$ cat src/pbm_map.vh
// register offsets, reset values and field positions of the port b pin mux
`ifndef PBM_MAP_VH
`define PBM_MAP_VH
`define PBM_ADDR_W 3
`define PBM_OFS_OUT 3'h0
`define PBM_OFS_IN 3'h1
`define PBM_OFS_DIR 3'h2
`define PBM_OFS_OPEN 3'h3
`define PBM_OFS_PULL 3'h4
`define PBM_OFS_ANA 3'h5
`define PBM_OFS_FUNC 3'h6
`define PBM_RST_BYTE 8'h00
`define PBM_RST_PAIR 4'h0
`define PBM_RST_FUNC 7'h00
`define PBM_RST_SEL 16'h0000
`define PBM_ANA_PAD 4'h0
`define PBM_FN_PWM0 0
`define PBM_FN_PWM1 1
`define PBM_FN_XTAL 2
`define PBM_FN_CPU 3
`define PBM_FN_SYNC 4
`define PBM_FN_TX 5
`define PBM_FN_RX 6
`define PBM_PIN_PWM0 0
`define PBM_PIN_PWM1 1
`define PBM_PIN_CPU 2
`define PBM_PIN_XTAL 3
`define PBM_PIN_S0 4
`define PBM_PIN_S1 5
`define PBM_PIN_TX 6
`define PBM_PIN_RX 7
`endif

$ cat src/pbm_port_b_pin_function_mux.v
// port b pin function mux: analog, peripheral and digital ownership of eight pads
//
// Contract
// - analog pair mode overrides peripheral functions and digital setup on both pins.
// - outside analog mode an enabled sync, tx or rx function overrides digital setup; pwm, cpu and crystal clocks replace only the output value.
// - no analog, no function: plain digital pin; default after reset.
// - pair analog select bit at one puts its pin pair in analog mode.
// - select bits 0..3 map pairs 1:0..7:6; upper four bits read zero.
// - analog mode: connect bit one closes switch, zero leaves pin floating.
// - odd pin line choice from output value bits x and x-1.
// - even pin line choice from direction bits x+1 and x.
// - enabled pwm outputs replace output value on pins 0 and 1.
// - crystal clock on pin 3 when enabled and oscillator runs; direction kept.
// - cpu clock replaces output value on pin 2; direction kept.
// - sync serial enabled makes pins 5,4 open-drain, ignoring port settings except pull-up.
// - serial lines as outputs drive pins 4 and 5 from their values.
// - async tx enable drives pin 6 as transmit output.
// - async rx enable makes pin 7 the receive input.
// - digital direction one enables output buffer, zero leaves output floating.
// - input buffer active in every mode except analog.
//
// Design decisions made here: the register addresses and the plain strobed port.
`timescale 1ns/1ps
`include "pbm_map.vh"
module pbm_port_b_pin_function_mux (
  // clock and reset
  input wire ref_clk_i,
  input wire rst_b_i,
  // register port
  input wire [`PBM_ADDR_W-1:0] reg_addr_i,
  input wire [7:0] reg_wdata_i,
  input wire reg_wr_i,
  input wire reg_rd_i,
  output reg [7:0] reg_rdata_o,
  // peripheral side
  input wire pwm0_level_i,
  input wire pwm1_level_i,
  input wire crystal_clock_i,
  input wire crystal_osc_enable_i,
  input wire cpu_clock_i,
  input wire sync_line0_value_i,
  input wire sync_line1_value_i,
  input wire sync_line0_is_output_i,
  input wire sync_line1_is_output_i,
  input wire async_tx_i,
  output reg async_rx_o,
  output reg [1:0] sync_line_in_o,
  // pads
  input wire [7:0] pad_in_i,
  output reg [7:0] pad_out_o,
  output reg [7:0] pad_oe_o,
  output reg [7:0] pad_pullup_o,
  output reg [7:0] pad_in_enable_o,
  // analog switch matrix
  output reg [7:0] ana_connect_o,
  output reg [15:0] ana_line_sel_o
);

  reg [7:0] output_value_control;
  reg [7:0] direction_control;
  reg [7:0] open_drain_select;
  reg [7:0] pullup_connect_control;
  reg [3:0] analog_pair_control;
  reg [6:0] function_enable;
  reg [7:0] pad_meta;
  reg [7:0] pad_sync;
  reg xtal_meta;
  reg xtal_sync;

  reg [7:0] next_out;
  reg [7:0] next_val;
  reg [7:0] next_oe;
  reg [7:0] next_pull;
  reg [7:0] next_ie;
  reg [7:0] next_conn;
  reg [15:0] next_sel;
  reg [7:0] next_rdata;
  reg [7:0] fn_owned;
  wire [7:0] ana_pin;
  integer i;

  // pair index is the same for both pins: x,x-1 when odd, x+1,x when even
  function [1:0] pbm_line;
    input [2:0] pin;
    input [7:0] ov;
    input [7:0] dv;
    begin
      if (pin[0])
        pbm_line = {ov[{pin[2:1], 1'b1}], ov[{pin[2:1], 1'b0}]};
      else
        pbm_line = {dv[{pin[2:1], 1'b1}], dv[{pin[2:1], 1'b0}]};
    end
  endfunction

  // open drain: pulls low only, floats while the level is one
  function pbm_od;
    input drive;
    input level;
    begin
      pbm_od = drive & ~level;
    end
  endfunction

  assign ana_pin = {{2{analog_pair_control[3]}}, {2{analog_pair_control[2]}},
                    {2{analog_pair_control[1]}}, {2{analog_pair_control[0]}}};

  // pad synchroniser
  always @(posedge ref_clk_i or negedge rst_b_i)
  begin
    if (!rst_b_i)
    begin
      pad_meta <= `PBM_RST_BYTE;
      pad_sync <= `PBM_RST_BYTE;
    end
    else
    begin
      pad_meta <= pad_in_i;
      pad_sync <= pad_meta;
    end
  end

  // crystal clock is its own domain: two flops, slow clocks only
  always @(posedge ref_clk_i or negedge rst_b_i)
  begin
    if (!rst_b_i)
    begin
      xtal_meta <= 1'b0;
      xtal_sync <= 1'b0;
    end
    else
    begin
      xtal_meta <= crystal_clock_i;
      xtal_sync <= xtal_meta;
    end
  end

  // register writes
  // reset state is plain digital input
  always @(posedge ref_clk_i or negedge rst_b_i)
  begin
    if (!rst_b_i)
    begin
      output_value_control <= `PBM_RST_BYTE;
      direction_control <= `PBM_RST_BYTE;
      open_drain_select <= `PBM_RST_BYTE;
      pullup_connect_control <= `PBM_RST_BYTE;
      analog_pair_control <= `PBM_RST_PAIR;
      function_enable <= `PBM_RST_FUNC;
    end
    else if (reg_wr_i)
    begin
      case (reg_addr_i)
        `PBM_OFS_OUT: output_value_control <= reg_wdata_i;
        `PBM_OFS_DIR: direction_control <= reg_wdata_i;
        `PBM_OFS_OPEN: open_drain_select <= reg_wdata_i;
        `PBM_OFS_PULL: pullup_connect_control <= reg_wdata_i;
        `PBM_OFS_ANA: analog_pair_control <= reg_wdata_i[3:0];
        `PBM_OFS_FUNC: function_enable <= reg_wdata_i[6:0];
        default: ;
      endcase
    end
  end

  // read mux
  always @*
  begin
    next_rdata = `PBM_RST_BYTE;
    if (reg_rd_i)
    begin
      case (reg_addr_i)
        `PBM_OFS_OUT: next_rdata = output_value_control;
        // analog pins read zero
        `PBM_OFS_IN: next_rdata = pad_sync & ~ana_pin;
        `PBM_OFS_DIR: next_rdata = direction_control;
        `PBM_OFS_OPEN: next_rdata = open_drain_select;
        `PBM_OFS_PULL: next_rdata = pullup_connect_control;
        `PBM_OFS_ANA: next_rdata = {`PBM_ANA_PAD, analog_pair_control};
        `PBM_OFS_FUNC: next_rdata = {1'b0, function_enable};
        default: next_rdata = `PBM_RST_BYTE;
      endcase
    end
  end

  // per-pin ownership
  // combinational selection
  always @*
  begin
    next_out = `PBM_RST_BYTE;
    next_oe = `PBM_RST_BYTE;
    next_pull = `PBM_RST_BYTE;
    next_ie = `PBM_RST_BYTE;
    next_conn = `PBM_RST_BYTE;
    next_sel = `PBM_RST_SEL;
    fn_owned = `PBM_RST_BYTE;
    next_val = output_value_control;
    if (function_enable[`PBM_FN_PWM0])
      next_val[`PBM_PIN_PWM0] = pwm0_level_i;
    if (function_enable[`PBM_FN_PWM1])
      next_val[`PBM_PIN_PWM1] = pwm1_level_i;
    if (function_enable[`PBM_FN_CPU])
      next_val[`PBM_PIN_CPU] = cpu_clock_i;
    if (function_enable[`PBM_FN_XTAL] && crystal_osc_enable_i)
      next_val[`PBM_PIN_XTAL] = xtal_sync;
    for (i = 0; i < 8; i = i + 1)
    begin
      if (open_drain_select[i])
      begin
        next_out[i] = 1'b0;
        next_oe[i] = pbm_od(direction_control[i], next_val[i]);
      end
      else
      begin
        next_out[i] = next_val[i];
        next_oe[i] = direction_control[i];
      end
      next_ie[i] = 1'b1;
    end
    // serial line values drive low only
    if (function_enable[`PBM_FN_SYNC])
    begin
      next_out[`PBM_PIN_S0] = 1'b0;
      next_out[`PBM_PIN_S1] = 1'b0;
      next_oe[`PBM_PIN_S0] = pbm_od(sync_line0_is_output_i, sync_line0_value_i);
      next_oe[`PBM_PIN_S1] = pbm_od(sync_line1_is_output_i, sync_line1_value_i);
      fn_owned[`PBM_PIN_S0] = 1'b1;
      fn_owned[`PBM_PIN_S1] = 1'b1;
    end
    if (function_enable[`PBM_FN_TX])
    begin
      next_out[`PBM_PIN_TX] = async_tx_i;
      next_oe[`PBM_PIN_TX] = 1'b1;
    end
    if (function_enable[`PBM_FN_RX])
    begin
      next_out[`PBM_PIN_RX] = 1'b0;
      next_oe[`PBM_PIN_RX] = 1'b0;
    end
    for (i = 0; i < 8; i = i + 1)
    begin
      // pull-up only when floating high or input
      next_pull[i] = pullup_connect_control[i] & ~next_oe[i];
      if (fn_owned[i])
        next_pull[i] = pullup_connect_control[i] & ~next_oe[i];
      if (ana_pin[i])
      begin
        next_out[i] = 1'b0;
        next_oe[i] = 1'b0;
        next_pull[i] = 1'b0;
        next_ie[i] = 1'b0;
        next_conn[i] = pullup_connect_control[i];
        next_sel[2*i +: 2] = pbm_line(i[2:0], output_value_control, direction_control);
      end
    end
  end

  // registered outputs
  always @(posedge ref_clk_i or negedge rst_b_i)
  begin
    if (!rst_b_i)
    begin
      reg_rdata_o <= `PBM_RST_BYTE;
      pad_out_o <= `PBM_RST_BYTE;
      pad_oe_o <= `PBM_RST_BYTE;
      pad_pullup_o <= `PBM_RST_BYTE;
      pad_in_enable_o <= `PBM_RST_BYTE;
      ana_connect_o <= `PBM_RST_BYTE;
      ana_line_sel_o <= `PBM_RST_SEL;
      async_rx_o <= 1'b1;
      sync_line_in_o <= 2'b11;
    end
    else
    begin
      reg_rdata_o <= next_rdata;
      pad_out_o <= next_out;
      pad_oe_o <= next_oe;
      pad_pullup_o <= next_pull;
      pad_in_enable_o <= next_ie;
      ana_connect_o <= next_conn;
      ana_line_sel_o <= next_sel;
      async_rx_o <= pad_sync[`PBM_PIN_RX] | ana_pin[`PBM_PIN_RX];
      sync_line_in_o <= {pad_sync[`PBM_PIN_S1], pad_sync[`PBM_PIN_S0]} | ana_pin[`PBM_PIN_S1:`PBM_PIN_S0];
    end
  end

endmodule // pbm_port_b_pin_function_mux

$ cat config.mk
export PLATFORM = sky130hd
export DESIGN_NAME = pbm_port_b_pin_function_mux
export DESIGN_NICKNAME = d
export VERILOG_FILES = /design/src/pbm_port_b_pin_function_mux.v
export VERILOG_INCLUDE_DIRS = /design/src /design/src/src
export SDC_FILE = /design/constraint.sdc
export NUM_CORES = 1
export LEC_CHECK = 0
export BUFFER_PORTS_ARGS = -buffer_cell sky130_fd_sc_hd__buf_2
export CORE_MARGIN = 2
export CORE_UTILIZATION = 50
export CTS_CLUSTER_DIAMETER = 40
export DETAILED_ROUTE_END_ITERATION = 10
export GPL_TIMING_DRIVEN = 0
export HOLD_SLACK_MARGIN = 0.05
export PLACE_DENSITY_LB_ADDON = 0.1
export SYNTH_ARGS = -nofsm -noshare
export SYNTH_HDL_FRONTEND = slang
export SYNTH_SLANG_ARGS = --single-unit
$ cat constraint.sdc
create_clock -name ref_clk_i -period 1.5 [get_ports ref_clk_i]
set_input_delay 0.225 -clock ref_clk_i [delete_from_list [all_inputs] [get_ports ref_clk_i]]
set_output_delay 0.225 -clock ref_clk_i [all_outputs]
set_load 0.01 [all_outputs]
==> impl_metrics.yaml <==
finish:
  finalNetCount: 517
  final_area_um2: 6290
  area_delta_synth_final_pct: 31.6
  utilization_pct: 68.1
  fillCellCount: 708
  diodes: 0
  drive_gt1_share_pct: 42.5
synthesis:
  yosys-top-cells-area: "dfrtp_1 (63%), mux2_2 (10%), and2_1 (3.7%)"
  synth-simple-area-share_pct: 12.9
  synth_compound_area_share_pct: 5.00
  synthCells: 347
  synth_top_family_by_area: "multiplexers"
  synthAdderAreaFrac_pct: 0
  async_flop_share_pct: 100
  synth_fp_nets: 380
  synth_area_leader_cell: "dfrtp_1"
  yosys_register_bits: 124
  synth-edff-count: 0
  synth_mux_area_share_pct: 13.9
  yosysTopAreaCellShare_pct: 63.4
  synth_area_um2: 4780
  yosys-top-cells-count: "dfrtp_1 (121), mux2_2 (43), and2_1 (28)"
  ys_seq_area_share_pct: 65.0
  yosys.cell_count.top_type: "dfrtp_1"
  yosys_warnings: 0
  synthXorXnorAreaFrac_pct: 0
  synth_cell_type_count: 44
  synthFlopType: "dfrtp_1"
  avgSynthCellArea_um2: 13.8
sta:
  slew_headroom_pct: 49.0
  final-hold-violation-count: 0
  min_period_ns: 1.40
  worst_pin_slew_ns: 0.762
  skew_ns: 0.00482
  rsz0062_at_grt: "false"
  setup_viol: 0
  period_share_pct: 93.3
  clock.fmax_mhz: 714
  timing.final.max_slew_violations: 0
place:
  placed_cell_area_um2: 5460
  io_buffers: 97
  gp_congestion: 0.819
  hpwl_um: 6700
global_routing:
  grt_pass1_vias: 3206
  antenna_found_initial: 0
  grt_pass1_wl_um: 16300
  grt_use_total_pct: 21.4
  grt_overflow: 0
  grt_start_max_net_pins: 73
min_path:
  hold_class: "in -> reg"
clock_network:
  cts-root-buf: "clkbuf_8"
  clock_path_buffers: 2
  cts.sinks: 124
  cts_hold_buf: 20
  htree_num_levels: 4
  post_cts_buffers: 0
  numCtsBuffers: 17
  cts_resized: 0
  clkTransAtPathRegs_ns: 0.06
  cts_tree: "built"
  clk_latency_ns: 0.52
floorplan:
  initial_utilization_pct: 51.7
  rows: 35
  core-area_um2: 9240
  fp.dieH_um: 102
  die_w_um: 102
  ioPinCount: 100
  dieArea_um2: 10400
pwr:
  p_comb_share_pct: 16.3
  clock_power_share_pct: 41.8
  internal-power_mw: 7.60
  peakVddDrop_v: 0.000765
  power_mw: 10.3
  swShare_pct: 25.9
  power_switching_mw: 2.66
  p_per_area_nw_per_um2: 1630
  p_leak_nw: 3.06
  p_seq_share_pct: 41.9
routing:
  drtIter0Drc: 129
  vias_per_cell: 5.03
  post_drt_wl_per_cell_um: 16.4
  drtPass1Iterations: 4
  wl_um: 10300
  via_count: 3150
  antenna_left: 0
  route.detailed.drc: 0
critical_path:
  cp_max_fo: 6
  required_ns: 1.88
  worstPathArrival_ns: 1.78
  end_kind: "register"
  setup.worst_path.start_class: "register"
  critPathKind: "reg -> reg"
run:
  maxCapViolations: 0
status:
  status: "finished clean"
area by class of cell:
cell class,count,area (um2),area share (%)
repair buffers,118,719,11.4
clock inverters,13,189,3.00
clock buffers,19,442,7.02
multi-input cells,196,1520,24.1
well taps,129,161,2.57
flip-flops and latches,124,3110,49.4
inverters,7,26.3,0.418
plain buffers,20,128,2.03
final timing paths:
path,startpoint,endpoint,slack (ns),depth (start not counted)
worst max-delay path,analog_pair_control[3],reg_rdata_o[3],0.10,4
worst min-delay path,sync_line0_value_i,pad_oe_o[4],0.08,3
worst max register to register,analog_pair_control[3],reg_rdata_o[3],0.10,4
worst min register to register,pad_meta[6],pad_sync[6],0.35,0
max in group asynchronous,rst_b_i,sync_line_in_o[1],0.54,3
min in group asynchronous,rst_b_i,pad_out_o[3],0.22,2
state kept, by name, indices dropped and copies added, names as in the netlist:
name                    flops
reg_rdata_o                 8
pad_meta                    8
pad_pullup_o                8
output_value_control        8
ana_connect_o               8
direction_control           8
pullup_connect_control      8
pad_out_o                   8
ana_line_sel_o             16
xtal_sync                   1
pad_in_enable_o             4
analog_pair_control         4
async_rx_o                  1
pad_sync                    8
function_enable             7
sync_line_in_o              2
open_drain_select           8
xtal_meta                   1
pad_oe_o                    8
worst max-delay path, stage by stage (launching register included):
cell	delay [ns]
dfrtp_1	0.44
mux2_2	0.28
a221oi_1	0.29
a31o_2	0.16
a21oi_1	0.09
power by group through the flow:
stage	Clock [mW]	Combinational, mW	Sequential, mW
6_report	4.29	1.67	4.30
5_1_grt	4.48	1.86	4.37
4_1_cts	4.34	1.70	4.30
3_5_place_dp	0	1.65	4.36
3_3_place_gp	0	1.60	4.34
2_1_floorplan	0	0.854	4.43
stage by stage:
stage	hold slack, ns	worst slack, ns	TNS (ns)	instances
6_report	0.0753	0.100	0	626
5_1_grt	0.0894	0.0211	0	626
4_1_cts	0.0661	0.0890	0	626
3_5_place_dp	0.206	-0.147	-2.88	574
3_3_place_gp	0.332	-1.25	-155.17	573
2_1_floorplan	-0.0706	0.151	0	347
cells in the final DEF (no fill, tap or decap), types with 5 or more instances in the layout:
cell type,n
clkbuf_1,5
mux2_4,7
mux2_2,43
dfrtp_1,121
inv_1,6
buf_2,102
dlygate4sd3_1,20
a21oi_1,11
nor2_1,11
nand3_1,5
o21ai_0,5
clkbuf_16,16
and2_1,28
nor3b_1,10
nand2_1,25
buf_4,6
cells by family after synthesis:
logic type	count (synthesis)
AOI/OAI and AO/OA	36
buffers and inverters	27
DFF	124
muxes	56
and+or+nand+nor	104
metal layers:
metal,wire length (um),global-route usage [%],up-vias
li1,-,-,1487
met1,4560,29.2,1541
met2,4950,32.9,111
met3,643,5.24,11
met4,133,9.46,0
met5,0,0,-
(Power assumes the default switching activity.)
